[src/fs_defs.svh]
/*
 Constants of the serial control register bank: frame layout, register
 addresses, field positions, reset values and test multiplexer codes.
 Assumes it is included once per compile unit through its guard.
*/
`ifndef FS_DEFS_SVH
`define FS_DEFS_SVH

`define FS_FRAME_BITS   16
`define FS_ADDR_BITS    4
`define FS_DATA_BITS    12
`define FS_CNT_W        5
`define FS_CNT_MAX      5'h1F
`define FS_SHORT_MIN    5'h02
`define FS_SHORT_MAX    5'h0C
`define FS_FULL_LEN     5'h10
`define FS_PIN_IDLE     4'h8

`define FS_ADDR_INT_DIV 4'h0
`define FS_ADDR_FRAC_UP 4'h1
`define FS_ADDR_FRAC_LO 4'h2
`define FS_ADDR_REF_DIV 4'h5
`define FS_ADDR_DET     4'h6
`define FS_ADDR_PWR_MUX 4'h7
`define FS_ADDR_MOD_CTL 4'h8
`define FS_ADDR_MOD_DAT 4'h9

`define FS_RST_INT_DIV  12'h006
`define FS_RST_ZERO     12'h000

`define FS_INT_MSB      8
`define FS_FRAC_UP_MSB  9
`define FS_FRAC_LO_MSB  7
`define FS_REF_MSB      4
`define FS_GAIN_MSB     4
`define FS_STEER_BIT    5
`define FS_FULL_PD_BIT  0
`define FS_SYN_PD_BIT   1
`define FS_MODE_BIT     2
`define FS_FRAC10_BIT   3
`define FS_MUX_LSB      6
`define FS_MUX_MSB      8
`define FS_TRI_BIT      9
`define FS_MAG_MSB      3
`define FS_MOD_SEL_BIT  4
`define FS_ADIS_BIT     5
`define FS_MAG_MAX      4'hD

`define FS_MUX_OSC      3'h0
`define FS_MUX_REF      3'h2
`define FS_MUX_PD       3'h4
`define FS_MUX_SDO      3'h5
`define FS_MUX_STO      3'h6

`endif

[src/fs_pkg.sv]
/*
 Types shared by the serial receiver and the register bank.
 Assumes fs_defs.svh is reachable by its bare name.
*/
`include "fs_defs.svh"

package fs_pkg;
	typedef logic [`FS_DATA_BITS-1:0]  word_t;
	typedef logic [`FS_FRAME_BITS-1:0] frame_t;
	typedef logic [`FS_CNT_W-1:0]      count_t;
	typedef logic signed [24:0]        mod_offset_t;
	typedef enum logic {RX_IDLE, RX_FRAME} rx_state_e;
endpackage : fs_pkg

[src/serial_frame_rx.sv]
/*
 Three-wire serial receiver: resynchronises the pins to the reference
 clock, shifts data and the alternate modulation pin, counts bits and
 hands over a frame when chip select rises.
 Assumes the serial clock is much slower than clk (at least 4 clk per bit).
*/
`timescale 1ns/10ps
`include "fs_defs.svh"

module serial_frame_rx (
	input  logic          clk,
	input  logic          rst,
	input  logic          ser_clk,
	input  logic          ser_data,
	input  logic          mod_in,
	input  logic          cs_n,
	output logic          frame_valid,
	output fs_pkg::count_t frame_bits,
	output fs_pkg::frame_t frame_word,
	output fs_pkg::word_t  mod_word,
	output logic          data_sync
);
	import fs_pkg::*;

	logic [3:0] pin_meta;
	logic [3:0] pin_sync;
	logic       sclk_prev;
	logic       sclk_rise;
	count_t     bit_count;
	frame_t     shift_d;
	word_t      shift_m;
	rx_state_e  state;

	// two stages before any use, pins {cs_n, mod_in, data, clk}
	always_ff @(posedge clk) begin
		if (rst) begin
			pin_meta  <= `FS_PIN_IDLE;
			pin_sync  <= `FS_PIN_IDLE;
			sclk_prev <= 1'b0;
		end else begin
			pin_meta  <= {cs_n, mod_in, ser_data, ser_clk};
			pin_sync  <= pin_meta;
			sclk_prev <= pin_sync[0];
		end
	end

	assign sclk_rise = pin_sync[0] & ~sclk_prev;
	assign data_sync = pin_sync[1];

	always_ff @(posedge clk) begin
		if (rst) begin
			shift_d <= '0;
			shift_m <= '0;
		end else if (sclk_rise && state == RX_FRAME && !pin_sync[3]) begin
			shift_d <= {shift_d[`FS_FRAME_BITS-2:0], pin_sync[1]};
			shift_m <= {shift_m[`FS_DATA_BITS-2:0], pin_sync[2]};
		end
	end

	always_ff @(posedge clk) begin
		if (rst) begin
			state       <= RX_IDLE;
			bit_count   <= '0;
			frame_valid <= 1'b0;
			frame_bits  <= '0;
			frame_word  <= '0;
			mod_word    <= '0;
		end else begin
			frame_valid <= 1'b0;
			case (state)
				RX_IDLE: begin
					if (!pin_sync[3]) begin
						state     <= RX_FRAME;
						bit_count <= '0;
					end
				end
				RX_FRAME: begin
					if (pin_sync[3]) begin
						state       <= RX_IDLE;
						frame_valid <= 1'b1;
						frame_bits  <= bit_count;
						frame_word  <= shift_d;
						mod_word    <= shift_m;
					end else if (sclk_rise && bit_count != `FS_CNT_MAX) begin
						bit_count <= bit_count + 5'h01;
					end
				end
				default: state <= RX_IDLE;
			endcase
		end
	end
endmodule : serial_frame_rx

[src/frac_synth_serial_control.sv]
/*
 Write-only control register bank of a fractional-N synthesizer, loaded
 over a three-wire serial port, with the active divide ratio, reference
 divider strobe, modulation pipeline, lock/steer pin and test output.
 Assumes clk is the reference oscillator; detector_compare_freq and the
 serial pins are asynchronous; lock_detect and steer_drive are on clk.
*/
// Function
// - frame is 4 address then 12 data bits
// - reset clears all, divider reads six
// - decode eight addresses, 3 and 4 unused
// - divider holds 9-bit integer minus 32
// - dividend upper 10 bits, lower 8 bits
// - 10-bit modulator ignores lower register
// - reference ratio is index plus one
// - 5-bit detector gain code
// - steer flag picks lock or steering pin
// - full power-down keeps oscillator, serial, mux
// - synth power-down stops synthesizer path only
// - mode flag selects integer-N, stops modulator
// - fractionality flag sizes modulator 18/10
// - mux select bits 8:6 route test output
// - tri-state flag releases test output pin
// - strobe length sets modulation sample width
// - scale sample by two to the m, m capped at 13
// - input-select flag picks modulation pin
// - address-disable flag marks addressless transfers
// - 2 to 12 bit frames are modulation data
// - sample moves on detector falling edges
// - ratio takes effect on upper-register write, integer-N ratio on divider write
// - serial bits resynchronised to reference clock
`timescale 1ns/10ps
`include "fs_defs.svh"

module frac_synth_serial_control (
	input  logic               clk,
	input  logic               rst,
	input  logic               ser_clk,
	input  logic               ser_data,
	input  logic               ser_cs_n,
	input  logic               mod_in,
	input  logic               detector_compare_freq,
	input  logic               lock_detect,
	input  logic               steer_drive,
	output logic [8:0]         active_integer,
	output logic [17:0]        active_dividend,
	output logic               frac_10bit,
	output logic               ref_strobe,
	output logic [4:0]         detector_gain,
	output logic               synth_enable,
	output logic               mod_enable,
	output logic               mod_addr_disable,
	output fs_pkg::mod_offset_t mod_offset,
	output logic               lock_steer_out,
	output logic               lock_steer_oe,
	output logic               test_out,
	output logic               test_out_oe
);
	import fs_pkg::*;

	logic        frame_valid;
	count_t      frame_bits;
	frame_t      frame_word;
	word_t       mod_word;
	logic        data_sync;

	word_t       integer_divider;
	word_t       fraction_upper;
	word_t       fraction_lower;
	word_t       reference_divider;
	word_t       detector_pump_control;
	word_t       power_mux_control;
	word_t       modulation_control;
	word_t       modulation_sample;

	logic [3:0]  frame_addr;
	word_t       frame_data;
	logic        full_frame;
	logic        short_frame;
	word_t       short_raw;
	word_t       short_sample;
	logic [3:0]  ext_shift;
	logic        wr_int;
	logic        wr_upper;
	logic        integer_mode;
	logic        full_pd;
	logic        synth_pd;
	logic        mod_run;
	logic [3:0]  mag_eff;
	logic [4:0]  ref_count;
	logic        osc_half;
	logic        rx_toggle;
	logic [1:0]  pd_meta;
	logic        pd_prev;
	logic        pd_fall;
	word_t       mod_stage;
	mod_offset_t stage_ext;
	logic [2:0]  mux_sel;
	logic [31:0] regs_cat;

	serial_frame_rx u_rx (
		.clk         (clk),
		.rst         (rst),
		.ser_clk     (ser_clk),
		.ser_data    (ser_data),
		.mod_in      (mod_in),
		.cs_n        (ser_cs_n),
		.frame_valid (frame_valid),
		.frame_bits  (frame_bits),
		.frame_word  (frame_word),
		.mod_word    (mod_word),
		.data_sync   (data_sync)
	);

	// address in the top nibble, data below, both arrived msb first
	assign frame_addr  = frame_word[15:12];
	assign frame_data  = frame_word[11:0];
	assign full_frame  = frame_valid && frame_bits == `FS_FULL_LEN;
	assign short_frame = frame_valid && frame_bits >= `FS_SHORT_MIN
		&& frame_bits <= `FS_SHORT_MAX;

	assign integer_mode = power_mux_control[`FS_MODE_BIT];
	assign full_pd      = power_mux_control[`FS_FULL_PD_BIT];
	assign synth_pd     = power_mux_control[`FS_SYN_PD_BIT];
	assign mux_sel      = power_mux_control[`FS_MUX_MSB:`FS_MUX_LSB];

	// short sample sits in the low bits; sign-extend from the strobe length
	assign short_raw = modulation_control[`FS_MOD_SEL_BIT] ? mod_word
		: frame_data;
	assign ext_shift = 4'(5'd12 - frame_bits);
	assign short_sample = word_t'($signed(short_raw << ext_shift)
		>>> ext_shift);

	assign wr_int   = full_frame && frame_addr == `FS_ADDR_INT_DIV;
	assign wr_upper = full_frame && frame_addr == `FS_ADDR_FRAC_UP;

	// unmatched addresses, 3 and 4 among them, fall through untouched
	always_ff @(posedge clk) begin
		if (rst) begin
			integer_divider       <= `FS_RST_INT_DIV;
			fraction_upper        <= `FS_RST_ZERO;
			fraction_lower        <= `FS_RST_ZERO;
			reference_divider     <= `FS_RST_ZERO;
			detector_pump_control <= `FS_RST_ZERO;
			power_mux_control     <= `FS_RST_ZERO;
			modulation_control    <= `FS_RST_ZERO;
		end else if (full_frame) begin
			case (frame_addr)
				`FS_ADDR_INT_DIV: integer_divider       <= frame_data;
				`FS_ADDR_FRAC_UP: fraction_upper        <= frame_data;
				`FS_ADDR_FRAC_LO: fraction_lower        <= frame_data;
				`FS_ADDR_REF_DIV: reference_divider     <= frame_data;
				`FS_ADDR_DET:     detector_pump_control <= frame_data;
				`FS_ADDR_PWR_MUX: power_mux_control     <= frame_data;
				`FS_ADDR_MOD_CTL: modulation_control    <= frame_data;
				default: ;
			endcase
		end
	end

	// short frames are taken whatever the address-disable flag says
	always_ff @(posedge clk) begin
		if (rst) begin
			modulation_sample <= `FS_RST_ZERO;
		end else if (short_frame) begin
			modulation_sample <= short_sample;
		end else if (full_frame && frame_addr == `FS_ADDR_MOD_DAT) begin
			modulation_sample <= frame_data;
		end
	end

	// ratio is double-buffered so a half-written channel never reaches the loop
	always_ff @(posedge clk) begin
		if (rst) begin
			active_integer  <= 9'(`FS_RST_INT_DIV);
			active_dividend <= '0;
		end else if (wr_int && integer_mode) begin
			active_integer <= frame_data[`FS_INT_MSB:0];
		end else if (wr_upper && !integer_mode) begin
			active_integer <= integer_divider[`FS_INT_MSB:0];
			if (frac_10bit) begin
				active_dividend <= {{8{frame_data[`FS_FRAC_UP_MSB]}},
					frame_data[`FS_FRAC_UP_MSB:0]};
			end else begin
				active_dividend <= {frame_data[`FS_FRAC_UP_MSB:0],
					fraction_lower[`FS_FRAC_LO_MSB:0]};
			end
		end
	end

	always_ff @(posedge clk) begin
		if (rst) begin
			frac_10bit       <= 1'b0;
			detector_gain    <= '0;
			synth_enable     <= 1'b0;
			mod_enable       <= 1'b0;
			mod_addr_disable <= 1'b0;
		end else begin
			frac_10bit       <= power_mux_control[`FS_FRAC10_BIT];
			detector_gain    <= detector_pump_control[`FS_GAIN_MSB:0];
			synth_enable     <= !full_pd && !synth_pd;
			mod_enable       <= mod_run;
			mod_addr_disable <= modulation_control[`FS_ADIS_BIT];
		end
	end

	assign mod_run = !full_pd && !synth_pd && !integer_mode;

	// index 0 gives a strobe every cycle, i.e. undivided reference
	always_ff @(posedge clk) begin
		if (rst || full_pd) begin
			ref_count  <= '0;
			ref_strobe <= 1'b0;
		end else if (ref_count >= reference_divider[`FS_REF_MSB:0]) begin
			ref_count  <= '0;
			ref_strobe <= 1'b1;
		end else begin
			ref_count  <= ref_count + 5'h01;
			ref_strobe <= 1'b0;
		end
	end

	always_ff @(posedge clk) begin
		if (rst) begin
			pd_meta <= 2'h0;
			pd_prev <= 1'b0;
		end else begin
			pd_meta <= {pd_meta[0], detector_compare_freq};
			pd_prev <= pd_meta[1];
		end
	end

	assign pd_fall = pd_prev & ~pd_meta[1];

	// offsets above 13 would shift a 12-bit sample out of the offset word
	assign mag_eff = (modulation_control[`FS_MAG_MSB:0] > `FS_MAG_MAX)
		? `FS_MAG_MAX : modulation_control[`FS_MAG_MSB:0];
	assign stage_ext = mod_offset_t'($signed(mod_stage));

	// two-stage hand-off: register -> unit -> modulator, one fall each
	always_ff @(posedge clk) begin
		if (rst || !mod_run) begin
			mod_stage  <= '0;
			mod_offset <= '0;
		end else if (pd_fall) begin
			mod_stage  <= modulation_sample;
			mod_offset <= stage_ext <<< mag_eff;
		end
	end

	// lock mode is open collector: low while unlocked, released when locked; steer mode drives steer_drive
	always_ff @(posedge clk) begin
		if (rst || full_pd) begin
			lock_steer_out <= 1'b0;
			lock_steer_oe  <= 1'b0;
		end else if (detector_pump_control[`FS_STEER_BIT]) begin
			lock_steer_out <= steer_drive;
			lock_steer_oe  <= 1'b1;
		end else begin
			lock_steer_out <= 1'b0;
			lock_steer_oe  <= !lock_detect;
		end
	end

	always_ff @(posedge clk) begin
		if (rst) begin
			osc_half  <= 1'b0;
			rx_toggle <= 1'b0;
		end else begin
			osc_half <= ~osc_half;
			if (frame_valid) begin
				rx_toggle <= ~rx_toggle;
			end
		end
	end

	// test pin stays alive through full power-down
	always_ff @(posedge clk) begin
		if (rst) begin
			test_out    <= 1'b0;
			test_out_oe <= 1'b0;
		end else begin
			test_out_oe <= !power_mux_control[`FS_TRI_BIT];
			case (mux_sel)
				`FS_MUX_OSC: test_out <= osc_half;
				`FS_MUX_REF: test_out <= ref_strobe;
				`FS_MUX_PD:  test_out <= pd_prev;
				`FS_MUX_SDO: test_out <= data_sync;
				`FS_MUX_STO: test_out <= rx_toggle;
				default:     test_out <= 1'b0;
			endcase
		end
	end

	assign regs_cat = {integer_divider[7:0], fraction_upper[7:0],
		power_mux_control[7:0], modulation_control[7:0]};

	property p_reset_values;
		@(posedge clk) rst |=> integer_divider == `FS_RST_INT_DIV
			&& fraction_upper == `FS_RST_ZERO && modulation_sample == `FS_RST_ZERO;
	endproperty
	a_reset_values: assert property (p_reset_values)
		else $error("reset values wrong");

	property p_unused_addr;
		@(posedge clk) disable iff (rst)
		full_frame && frame_addr == 4'h3 |=> $stable(regs_cat)
			&& $stable(modulation_sample);
	endproperty
	a_unused_addr: assert property (p_unused_addr)
		else $error("unused address changed a register");

	property p_no_frame_no_write;
		@(posedge clk) disable iff (rst)
		!frame_valid |=> $stable(regs_cat) && $stable(modulation_sample);
	endproperty
	a_no_frame_no_write: assert property (p_no_frame_no_write)
		else $error("register changed without a frame");

	property p_short_sample;
		@(posedge clk) disable iff (rst)
		short_frame |=> modulation_sample == $past(short_sample);
	endproperty
	a_short_sample: assert property (p_short_sample)
		else $error("short frame not loaded as sample");

	property p_mod_pipe;
		@(posedge clk) disable iff (rst)
		pd_fall && mod_run ##1 (!pd_fall && mod_run)[*2]
			|-> mod_stage == $past(modulation_sample, 2);
	endproperty
	a_mod_pipe: assert property (p_mod_pipe)
		else $error("sample did not reach the unit on the fall");

	property p_mod_scale;
		@(posedge clk) disable iff (rst)
		pd_fall && mod_run |=> (mod_offset >>> $past(mag_eff))
			== mod_offset_t'($signed($past(mod_stage)));
	endproperty
	a_mod_scale: assert property (p_mod_scale)
		else $error("modulation offset not scaled by 2^m");

	property p_ratio_frac;
		@(posedge clk) disable iff (rst)
		wr_upper && !integer_mode |=> active_integer
			== $past(integer_divider[8:0]);
	endproperty
	a_ratio_frac: assert property (p_ratio_frac)
		else $error("fractional ratio not taken on upper write");

	property p_ratio_hold;
		@(posedge clk) disable iff (rst)
		!integer_mode && !wr_upper |=> $stable(active_integer);
	endproperty
	a_ratio_hold: assert property (p_ratio_hold)
		else $error("ratio changed before upper write");

	property p_tristate;
		@(posedge clk) disable iff (rst)
		power_mux_control[`FS_TRI_BIT] ##1 power_mux_control[`FS_TRI_BIT]
			|-> !test_out_oe;
	endproperty
	a_tristate: assert property (p_tristate)
		else $error("test pin driven while tri-stated");

	property p_lock_pin;
		@(posedge clk) disable iff (rst)
		!detector_pump_control[`FS_STEER_BIT] && !full_pd && !lock_detect
			|=> lock_steer_oe && !lock_steer_out;
	endproperty
	a_lock_pin: assert property (p_lock_pin)
		else $error("lock indicator not pulled low");
endmodule : frac_synth_serial_control

[config.mk]
export PLATFORM = sky130hd
export DESIGN_NAME = frac_synth_serial_control
export DESIGN_NICKNAME = d
export VERILOG_FILES = /design/src/fs_pkg.sv /design/src/serial_frame_rx.sv /design/src/frac_synth_serial_control.sv
export VERILOG_INCLUDE_DIRS = /design/src
export SDC_FILE = /design/constraint.sdc
export NUM_CORES = 1
export LEC_CHECK = 0
export ABC_CLOCK_PERIOD_IN_PS = 5390
export BUFFER_PORTS_ARGS = -buffer_cell sky130_fd_sc_hd__buf_2
export CORE_ASPECT_RATIO = 0.9
export CORE_UTILIZATION = 60
export DETAILED_ROUTE_END_ITERATION = 10
export GPL_TIMING_DRIVEN = 0
export PLACE_DENSITY = 0.87
export SYNTH_ARGS = -nofsm -noshare
export SYNTH_HDL_FRONTEND = slang
export SYNTH_HIERARCHICAL = 1
export SYNTH_SLANG_ARGS = --single-unit
[constraint.sdc]
create_clock -name clk -period 5.39 [get_ports clk]
set_clock_uncertainty 0.05 [all_clocks]
set_input_delay 0.8085 -clock clk [delete_from_list [all_inputs] [get_ports clk]]
set_output_delay 0.8085 -clock clk [all_outputs]
set_load 0.02 [all_outputs]
# == Word-level counts from Yosys, hierarchy flattened ==
# Index checks and enable logic that the tools add are counted.
# Widths: inputs -> output; s select.
# totals
regBits,221
input_bits,9
output_inout_bits,66
word_cells,126
# classes
n_addsub,3
n_lt_le_gt_ge,4
n_eq_ne,16
shifts,3
mux,16
bitwise_logic,9
n_reduce_logical,38
# ops
operator,count
$mux 12,3
$sshl 12x4->25,1
$mux 9,2
$mux 17,1
$reduce_and 2->1,8
$mux 5,3
$logic_and 1x1->1,13
$eq 4x3->1 const B,3
$shl 12x4->12,1
$sshr 12x4->12,1
$add 5x1->5 const B,2
$pmux 5 s2,1
$eq 3x3->1 const B,3
$eq 4x4->1 const B,2
$logic_not 1->1,7
$not 1->1,7
$ne 2x2->1 const B,3
$reduce_or 2->1,3
$eq 5x5->1 const B,1
$ge 5x2->1 const B,1
$ge 5x5->1,1
$le 5x4->1 const B,1
$ne 5x5->1 const B,1
$pmux 1 s5,1
other kinds (13),19

# == Logic depth before layout (Yosys ltp) ==
# Gate-level depths: netlist (run 1).
# logic_depth
depth_word,6
depth_mapped,14
mapped_depth_nobuf,9

# == Cells and area by module ==
# Netlist (run 1), hierarchy kept.
# modules_own_cells
module,instances,cells_each,area_per_inst_um2,seq_area_each_um2
frac_synth_serial_control,1,823,7370.8,2842.7
serial_frame_rx,1,321,2647.5,1541.5

# == Worst setup path after synthesis (run 1) ==
# No wires, ideal clock.
# synth_timing
kind,reg2reg
start,reg u_rx.frame_bits[0]
end,reg modulation_sample[0]
setup_time_ns,0.142
t_arrival_ns,3.137
setup_slack_ns,2.061
stages_incl_launch_ff,14
cell_sequence,dfxtp_1 buf_4 buf_4 buf_6 inv_2 ha_1 buf_2 mux4_2 mux2_2 mux4_2 a311oi_2 nor3_1 nor2_1 a221oi_1
# synth_between
elab_chain_len,4
# synth_lines
element,line,source
"start, declared",serial_frame_rx.sv:18,"output fs_pkg::count_t frame_bits,"
"start signal, assigned",serial_frame_rx.sv:81,frame_bits <= bit_count;
$sub 4x4->4 (tied with other cells),frac_synth_serial_control.sv:130,assign ext_shift = 4'(5'd12 - frame_bits);
$shl 12x4->12 or $logic_and 1x1->1 (tied branches),-,
$sshr 12x4->12 or $logic_and 1x1->1 (tied branches),-,
$mux 12 or $reduce_bool 2->1 (tied branches),-,
"end signal, assigned",frac_synth_serial_control.sv:164,modulation_sample <= `FS_RST_ZERO;
"end signal, assigned",frac_synth_serial_control.sv:166,modulation_sample <= short_sample;
"end signal, assigned",frac_synth_serial_control.sv:168,modulation_sample <= frame_data;
"end, declared",frac_synth_serial_control.sv:74,word_t modulation_sample;
# Parallel ways exist; a longest one is shown, timed or not.
# A chain may end at the register's enable or synchronous reset.

# == Worst setup path in the final report (run 1) ==
# Ends and elaborated chain as after synthesis.

==> results_dict.tcl, run 1 <==
set metrics [dict create \
    crit_fanout 10 \
    leakagePower_nw 4.17 \
    busiest_layer "met2" \
    drt_wl_total_mm 26.0 \
    setup_viol 0 \
    grt.met2_usage_pct 50.1 \
    vias 8909 \
    cp_slowest_stage_delay_ns 0.50 \
    cp-start-kind "flip-flop" \
    synth_edf_count 0 \
    path_clk_slew_ns 0.06 \
    path_class "flip-flop to flip-flop" \
    ctsResizeCount 0 \
    maxSlewViolCount 0 \
    rsz0062_at_grt "false" \
    gr-usage-met1_pct 40.6 \
    num_rows 44 \
    htreeDepth 1 \
    cp.arrival_ns 4.25 \
    crit_path_top_delay_cell "mux4_2" \
    ir_worst_vdd_uv 216 \
    synth_common_cells "dfxtp_1, nand2_1, a21oi_1, nor2_1, mux2i_1" \
    cts_hold_buf 0 \
    synth_area_leaders "dfxtp_1, mux2i_1, nand2_1" \
    die_area_um2 17200 \
    n_antenna_cell 0 \
    synth_top_area_share_pct 43.8 \
    p_per_area_nw_per_um2 281 \
    grt_pass1_wl_mm 42.9 \
    tightest_slew_ns 1.17 \
    required_ns 5.69 \
    clock-sinks 219 \
    tritoncts "built" \
    die_w_um 138 \
    synth.most_common_cell "dfxtp_1" \
    synthArstFlopShare_pct 0 \
    grt_pass1_vias 8598 \
    hold_viol 0 \
    min_period_ns 3.95 \
    antenna_found_initial 0 \
    p_total_mw 3.18 \
    max_freq_mhz 253 \
    die-height_um 125 \
    final_antenna_net_count 0 \
    nets 1259 \
    ys_warn_count 6 \
    end_kind "flip-flop" \
    cts_max_path_buffers 3 \
    overflow 0 \
    synth.largest_area_cell "dfxtp_1" \
    synthCells 1144 \
    grt_start_max_net_pins 15 \
    yosysUniqueCellTypes 66 \
    place_congestion 0.956 \
    outcome "complete, but fails checks" \
    ys_seq_area_share_pct 43.8 \
    drt_iter0_drc 899 \
    syn_to_final_growth_pct 13.1 \
    synth_nets 1163 \
    drive_gt1_share_pct 13.2 \
    netlist_area_um2 10000 \
    ys_ff_latch 219 \
    detail_route.wl_per_cell_um 17.8 \
    clk_latency_ns 0.50 \
    numCtsBuffers 21 \
    cts_root_buffer "clkbuf_16" \
    ys.flop_type "dfxtp_1" \
    ios 75 \
    grtUsageTotal_pct 30.5 \
    cts_setup_buffers 0 \
    period_share_pct 73.3 \
    drt_first_pass_iters 8 \
    worstPathCellList "buf_4 > buf_4 > buf_6 > inv_2 > ha_1 > buf_2 > clkbuf_1 > mux4_2 > mux4_2 > and3_1 > a311oi_2 > nor3_1 > nor2_1 > a221oi_1" \
    portBuffers 73 \
    drv_cap 0 \
    finalSetupTns_ns 0 \
    core_area_um2 16200 \
    hold_class "flip-flop to flip-flop" \
    remaining_drc_errors 20 \
    start_util_pct 61.7 \
    failed_checks "DRC" \
    slew_headroom_pct 22.0 \
    syn_avg_cell_area_um2 8.76 \
    vias_per_cell 6.10 \
    dp_hpwl_mm 18.2 \
    grtUsageMet3_pct 5.04 \
]
-- sequential cells by signal, summed over array words and instances (netlist names), 6 cells and up --
name,flops
integer_divider,9
u_rx/mod_word,12
fraction_lower,8
u_rx/frame_word,16
detector_pump_control,6
modulation_control,6
active_dividend,18
active_integer,9
u_rx/shift_m,12
mod_stage,12
power_mux_control,8
u_rx/shift_d,16
mod_offset,25
modulation_sample,12
-- metrics by stage --
step | utilization, % | cell area (um^2) | hold slack [ns] | worst slack [ns] | cells
floorplan | - | 10000 | 0.338 | 2.06 | 1144
global placement | 65.5 | 10600 | 0.341 | 1.53 | 1424
detailed placement | 65.5 | 10600 | 0.355 | 1.52 | 1424
CTS | 69.8 | 11300 | 0.367 | 1.47 | 1461
global route | 69.8 | 11300 | 0.375 | 1.22 | 1461
finish | 69.8 | 11300 | 0.367 | 1.44 | 1461
-- where the power goes --
part / total (mW) / switching [mW] / internal (mW)
Sequential: 1.63 / 0.00456 / 1.63
Clock: 1.48 / 0.611 / 0.872
Combinational: 0.0674 / 0.0512 / 0.0162
Total: 3.18 / 0.667 / 2.51
-- cells by family (layout without fill, tap and decap cells) --
logic type | Yosys count | count (layout) | synth area share, %
AOI/OAI and AO/OA | 248 | 248 | 15.3
xor gates and xnor gates | 9 | 9 | 0.862
adders and majority gates | 10 | 10 | 1.25
buffers and inverters | 106 | 216 | 4.36
DFF | 219 | 219 | 43.8
muxes | 134 | 134 | 16.2
and+or+nand+nor | 418 | 418 | 18.2
-- layout by cell type (no fill, tap or decap), drive strengths merged, types with 3 or more instances in the layout --
cell type / synthesis / final
a211oi: 30 / 30
a21boi: 3 / 3
a21o: 4 / 4
a21oi: 133 / 133
a221oi: 9 / 9
a22oi: 11 / 11
a311oi: 3 / 3
a31oi: 8 / 8
a32oi: 3 / 3
and2: 4 / 4
and3: 5 / 5
buf: 23 / 96
clkbuf: 69 / 100
dfxtp: 219 / 219
ha: 10 / 10
inv: 14 / 15
mux2: 19 / 19
mux2i: 94 / 94
mux4: 21 / 21
nand2: 205 / 205
nand2b: 8 / 8
nand3: 21 / 21
nand4b: 3 / 3
nor2: 110 / 110
nor2b: 25 / 25
nor3: 17 / 17
nor3b: 3 / 3
o211ai: 9 / 9
o21ai: 17 / 17
o31ai: 3 / 3
or2: 5 / 5
xnor2: 5 / 5
xor2: 4 / 4
-- critical path: cells and delay by family (launching register included) --
kind | cells | cell delay [ns]
simple gates | 3 | 0.45
mux | 2 | 0.94
flops | 1 | 0.33
buf+inv | 6 | 1.40
compound gates | 2 | 0.33
fa+ha+maj | 1 | 0.29
-- final timing paths --
path	startpoint	endpoint	slack, ns	cells past startpoint
min	u_rx/pin_meta[3]	u_rx/pin_sync[3]	0.37	1
max	u_rx/frame_bits[0]	modulation_sample[0]	1.44	14
max reg2reg	u_rx/frame_bits[0]	modulation_sample[0]	1.44	14
min reg2reg	u_rx/pin_meta[3]	u_rx/pin_sync[3]	0.37	1
-- layer usage --
layer  wire (um)  up-vias
li1            -     4194
met1       11100     4212
met2       11900      437
met3        2280       66
met4         751        0
met5           0        -
-- cell type report --
cell class | count | area (um^2)
timing repair buffer | 73 | 365
tap | 207 | 259
multi-input combinational | 819 | 5200
buffer | 92 | 384
clock buffer | 31 | 603
fill | 1200 | 4910
clock inverter | 6 | 86.3
sequential | 219 | 4380
inverter | 14 | 52.6
Note: power is estimated with default switching activity, not from simulation.
==> run 2: changes to the inputs <==
--- a/config.mk
+++ b/config.mk
@@ -6,13 +6,13 @@
 export SDC_FILE = /design/constraint.sdc
 export NUM_CORES = 1
 export LEC_CHECK = 0
-export ABC_CLOCK_PERIOD_IN_PS = 5390
+export ABC_CLOCK_PERIOD_IN_PS = 3270
 export BUFFER_PORTS_ARGS = -buffer_cell sky130_fd_sc_hd__buf_2
 export CORE_ASPECT_RATIO = 0.9
-export CORE_UTILIZATION = 60
+export CORE_UTILIZATION = 54
 export DETAILED_ROUTE_END_ITERATION = 10
 export GPL_TIMING_DRIVEN = 0
-export PLACE_DENSITY = 0.87
+export PLACE_DENSITY = 0.83
 export SYNTH_ARGS = -nofsm -noshare
 export SYNTH_HDL_FRONTEND = slang
 export SYNTH_HIERARCHICAL = 1
==> constraint.sdc (replaced) <==
create_clock -name clk -period 3.27 [get_ports clk]
set_clock_uncertainty 0.05 [all_clocks]
set_input_delay 0.4905 -clock clk [delete_from_list [all_inputs] [get_ports clk]]
set_output_delay 0.4905 -clock clk [all_outputs]
set_load 0.02 [all_outputs]
==> results_dict.tcl, run 2 (synthesized netlist as in run 1, its figures left out) <==
set metrics [dict create \
    fin_hold_ws_ns 0.0987 \
    drv_cap 0 \
    hold_end "u_rx/pin_meta[3]" \
    r2r_start "u_rx/frame_bits[0]" \
    r2r_cells 11 \
    tritoncts "built" \
    top_regs "mod_offset x25, active_dividend x18" \
    p_per_area_nw_per_um2 473 \
    htreeDepth 1 \
    worstPathCellList "buf_6 > inv_6 > ha_4 > buf_6 > mux4_2 > mux2_4 > mux4_2 > a311oi_2 > nor3_1 > nor2_1 > a221oi_1" \
    tightest_slew_ns 0.903 \
    cts_root_buffer "clkbuf_16" \
    power.clock.fraction_pct 48.9 \
    largest_register_ffs 25 \
    layout_commonest_cell "dfxtp_1" \
    power_frac_seq_pct 49.0 \
    cts_max_path_buffers 3 \
    n_antenna_cell 0 \
    p_total_mw 5.49 \
    min_period_ns 3.20 \
    place_congestion 0.957 \
    drt_first_pass_iters 5 \
    hold_class "input pin to flip-flop" \
    crit_fanout 12 \
    cp.arrival_ns 3.53 \
    overflow 0 \
    drt_iter0_drc 924 \
    portBuffers 73 \
    antenna_found_initial 0 \
    numCtsBuffers 23 \
    setup_viol 0 \
    swShare_pct 21.3 \
    regToRegSetupSlack_ns 0.07 \
    path_delay_family "multiplexers" \
    top_register "mod_offset" \
    final_cells 1502 \
    die-height_um 131 \
    dp_hpwl_mm 18.8 \
    internal_power_mw 4.32 \
    num_rows 46 \
    die_area_um2 19100 \
    vias 8911 \
    reg2reg_to "modulation_sample[0]" \
    nets 1266 \
    final_cell_mix "dfxtp_1, nand2_1, a21oi_1" \
    final_antenna_net_count 0 \
    hold_viol 0 \
    pwr-share-comb_pct 2.0 \
    setup.worst_path.start "u_rx/frame_bits[0]" \
    p_switching_mw 1.17 \
    start_util_pct 56.0 \
    fill_cells 1439 \
    ir_worst_vdd_uv 397 \
    slew_headroom_pct 39.3 \
    rsz0062_at_grt "false" \
    drive_gt1_share_pct 14.9 \
    cp-start-kind "flip-flop" \
    crit_path_top_delay_cell "mux4_2" \
    cp.buffers_inverters 3 \
    detail_route.wl_per_cell_um 17.7 \
    syn_to_final_growth_pct 15.9 \
    core_area_um2 17900 \
    vias_per_cell 5.93 \
    grtUsageTotal_pct 27.5 \
    path_class "flip-flop to flip-flop" \
    maxSlewViolCount 0 \
    end_kind "flip-flop" \
    outcome "finished, final reports clean" \
    remaining_drc_errors 0 \
    path_clk_slew_ns 0.06 \
    clk_latency_ns 0.53 \
    period_share_pct 97.8 \
    grt_pass1_vias 8280 \
    grt_start_max_net_pins 14 \
    ios 75 \
    required_ns 3.60 \
    die_w_um 146 \
    grt_pass1_wl_mm 42.7 \
    drt_wl_total_mm 26.6 \
    clock-sinks 219 \
    max_freq_mhz 313 \
    min_path_cells 2 \
    cp_slowest_stage_delay_ns 0.54 \
    leakagePower_nw 4.29 \
    holdCritStartpoint "ser_cs_n" \
    placed_cells 1457 \
]
==> run 2: cell count changes in the layout (fill, tap and decap cells not counted), moves of 2 or more <==
cell,previous run,this run
buf_4,2,9
clkbuf_1,74,68
clkbuf_16,21,23
clkbuf_8,4,7
clkinv_2,2,4
==> run 2: layout make-up <==
type                       instances  area, um^2  area share [%]
buffer                            90         383            3.30
clock buffer                      32         679            5.85
clock inverter                     8         108           0.927
inverter                          14        57.6           0.496
multi-input combinational        819        5280            45.5
sequential                       219        4390            37.8
tap                              240         300            2.59
timing repair buffer              80         418            3.60
==> run 2: layer usage <==
metal / share of wire, % / vias up / track usage, % / wire [um]
met1: 43 / 4242 / 38.0 / 11500
met4: 2.8 / 0 / 9.30 / 744
met2: 46 / 399 / 43.6 / 12100
li1: - / 4206 / - / -
met5: 0 / - / 0 / 0
met3: 8.4 / 64 / 4.51 / 2230
==> run 2: how the worst max path moves through the flow <==
stage / to / slack, ns / cells after the start
global placement: modulation_sample[8] / -0.50 / 13
finish: modulation_sample[0] / 0.07 / 11
CTS: modulation_sample[0] / 0.004 / 13
global route: modulation_sample[0] / 0.007 / 11
detailed placement: modulation_sample[0] / -0.55 / 13
floorplan: modulation_sample[0] / 0.03 / 13
==> run 2: power by group through the flow <==
| stage | clock network, mW | logic, mW | registers [mW] |
|---|---|---|---|
| after floorplan | 0 | 0.0624 | 2.75 |
| after global placement | 0 | 0.107 | 2.75 |
| after detailed placement | 0 | 0.110 | 2.75 |
| after CTS | 2.70 | 0.111 | 2.69 |
| after global routing | 2.82 | 0.121 | 2.69 |
| final | 2.68 | 0.112 | 2.69 |
==> run 2: stage by stage <==
step                      util [%]  worst slack, ns  setup TNS (ns)  cell area (um^2)
after floorplan                  -           0.0309               0             10000
after global placement        59.7           -0.503          -10.89             10700
after detailed placement      59.7           -0.551          -12.56             10700
after CTS                     64.8          0.00425               0             11600
after global routing          64.9          0.00686               0             11600
final                         64.9           0.0706               0             11600
==> run 2: timing repair <==
action,in CTS,in global routing
endpoints found under the setup margin,39,31
hold buffers,0,0
pin swaps,2,3
buffers inserted,6,1
resized for setup,15,11
==> run 3: changes to the inputs <==
--- a/config.mk
+++ b/config.mk
@@ -6,6 +6,7 @@
 export SDC_FILE = /design/constraint.sdc
 export NUM_CORES = 1
 export LEC_CHECK = 0
+export ABC_AREA = 1
 export ABC_CLOCK_PERIOD_IN_PS = 3270
 export BUFFER_PORTS_ARGS = -buffer_cell sky130_fd_sc_hd__buf_2
 export CORE_ASPECT_RATIO = 0.9
==> results_dict.tcl, run 3 <==
set metrics [dict create \
    tightest_slew_ns 0.994 \
    dp_hpwl_mm 17.6 \
    htreeDepth 1 \
    min_period_ns 3.04 \
    postPlaceCellArea_um2 10300 \
    cp-start-kind "flip-flop" \
    hold_viol 0 \
    portBuffers 74 \
    top_regs "mod_offset x25, active_dividend x18" \
    cts_max_path_buffers 3 \
    crit_fanout 11 \
    synth.most_common_cell "nand2_1" \
    grt_pass1_wl_mm 40.4 \
    overflow 0 \
    p_total_mw 5.41 \
    synth_common_cells "nand2_1, dfxtp_1, nor2_1, o21ai_0, a21oi_1" \
    path_clk_slew_ns 0.07 \
    fill_cells 1540 \
    cts_root_buffer "clkbuf_16" \
    clk_latency_ns 0.52 \
    top_register "mod_offset" \
    worstPathCellList "inv_2 > buf_6 > buf_2 > ha_1 > inv_2 > buf_2 > nand3_1 > nand3_1 > nand3_1 > nand3_1 > nand2_1 > nand2_1 > nand3_1 > nand2_1 > nand2_1 > nand2_1 > nand2_1 > a21oi_1" \
    finalInstanceArea_um2 11000 \
    leakagePower_nw 4.50 \
    cp.arrival_ns 3.43 \
    layout_commonest_cell "nand2_1" \
    final_cell_mix "nand2_1, dfxtp_1, nor2_1" \
    maxSlewViolCount 0 \
    final_antenna_net_count 0 \
    slew_headroom_pct 33.1 \
    detail_route.wl_per_cell_um 14.7 \
    outcome "finished, final reports clean" \
    synthArstFlopShare_pct 0 \
    path_class "flip-flop to flip-flop" \
    cts_setup_buffers 0 \
    vias_per_cell 5.48 \
    drt_first_pass_iters 5 \
    drt_wl_total_mm 24.9 \
    synth_edf_count 0 \
    rsz0062_at_grt "false" \
    synth_area_leaders "dfxtp_1, nand2_1, nor2_1" \
    finalSetupTns_ns 0 \
    setup_viol 0 \
    synth_top_area_share_pct 45.4 \
    cts_hold_buf 0 \
    ys_ff_latch 219 \
    ys_warn_count 6 \
    start_util_pct 55.1 \
    layout.core_utilization_pct 62.7 \
    synthCells 1341 \
    grtUsageTotal_pct 27.2 \
    yosysUniqueCellTypes 47 \
    grt_pass1_vias 8304 \
    max_freq_mhz 329 \
    antenna_found_initial 0 \
    grt_start_max_net_pins 14 \
    syn_to_final_growth_pct 14.0 \
    drt_iter0_drc 899 \
    synth_nets 1360 \
    ys.flop_type "dfxtp_1" \
    place_congestion 0.929 \
    n_antenna_cell 0 \
    cp_slowest_stage_delay_ns 0.52 \
    ios 75 \
    period_share_pct 93.0 \
    clock-sinks 219 \
    remaining_drc_errors 0 \
    p_per_area_nw_per_um2 491 \
    num_rows 46 \
    numCtsBuffers 22 \
    critPathMostFrequentCell "nand2_1" \
    path_delay_family "simple AND/OR/NAND/NOR gates" \
    vias 9267 \
    synth.largest_area_cell "dfxtp_1" \
    ys_seq_area_share_pct 45.4 \
    die_area_um2 18400 \
    die_w_um 143 \
    die-height_um 129 \
    required_ns 3.66 \
    drv_cap 0 \
    tritoncts "built" \
    cp.buffers_inverters 5 \
    nets 1458 \
    hold_class "input pin to flip-flop" \
    ctsResizeCount 0 \
    drive_gt1_share_pct 12.5 \
    ir_worst_vdd_uv 403 \
    syn_avg_cell_area_um2 7.21 \
    crit_path_top_delay_cell "dfxtp_1" \
    end_kind "flip-flop" \
    netlist_area_um2 9670 \
    core_area_um2 17600 \
    largest_register_ffs 25 \
    fin_hold_ws_ns 0.104 \
]
run 3: changes by cell type in the layout (fill, tap and decap cells not counted), sizes merged, moves of 41 or more:
| cell | before | now |
|---|---|---|
| o21ai | 17 | 184 |
| nand2 | 205 | 246 |
| mux2i | 94 | 5 |
| nand3 | 21 | 116 |
| nor2 | 110 | 204 |
| inv | 15 | 103 |
run 3: final timing paths:
kind / startpoint / end / slack (ns) / cells past startpoint
max reg2reg: u_rx/frame_bits[0] / modulation_sample[8] / 0.23 / 18
min: lock_detect / lock_steer_oe / 0.10 / 2
max: u_rx/frame_bits[0] / modulation_sample[8] / 0.23 / 18
min reg2reg: u_rx/pin_meta[2] / u_rx/pin_sync[2] / 0.35 / 2
run 3: stage by stage:
stage	setup slack, ns	std cells
4_1_cts	0.295	1690
5_1_grt	0.0212	1690
6_report	0.229	1690
2_1_floorplan	0.836	1341
3_3_place_gp	0.369	1655
3_5_place_dp	0.352	1655
run 3: cells by family after synthesis:
group | synth area share, %
AOI/OAI and AO/OA | 17.7
xor gates and xnor gates | 0.440
adders and majority gates | 1.29
buffers and inverters | 8.25
DFF | 45.4
muxes | 0.634
and+or+nand+nor | 26.3
run 3: final cells by class:
class / count / area [um^2] / share of cell area, %
multi-input combinational: 940 / 4480 / 40.7
sequential: 219 / 4380 / 39.8
clock buffer: 32 / 638 / 5.79
inverter: 109 / 410 / 3.73
buffer: 73 / 387 / 3.51
timing repair buffer: 74 / 370 / 3.36
tap: 240 / 300 / 2.73
clock inverter: 3 / 40.0 / 0.364
run 3: where the power goes:
| part | switching [mW] | internal [mW] |
|---|---|---|
| clock | 1.03 | 1.35 |
| combinational | 0.204 | 0.0913 |
| sequential | 0.0326 | 2.70 |
| total | 1.27 | 4.14 |
run 3: layer usage:
layer	vias to the layer above	share of wire, %	GRT usage [%]	routed length (um)
met4	0	2.9	10.2	728
met1	4225	45	37.2	11200
met2	373	44	42.6	10800
met5	-	0	0	0
met3	62	8.3	5.17	2070
li1	4607	-	-	-
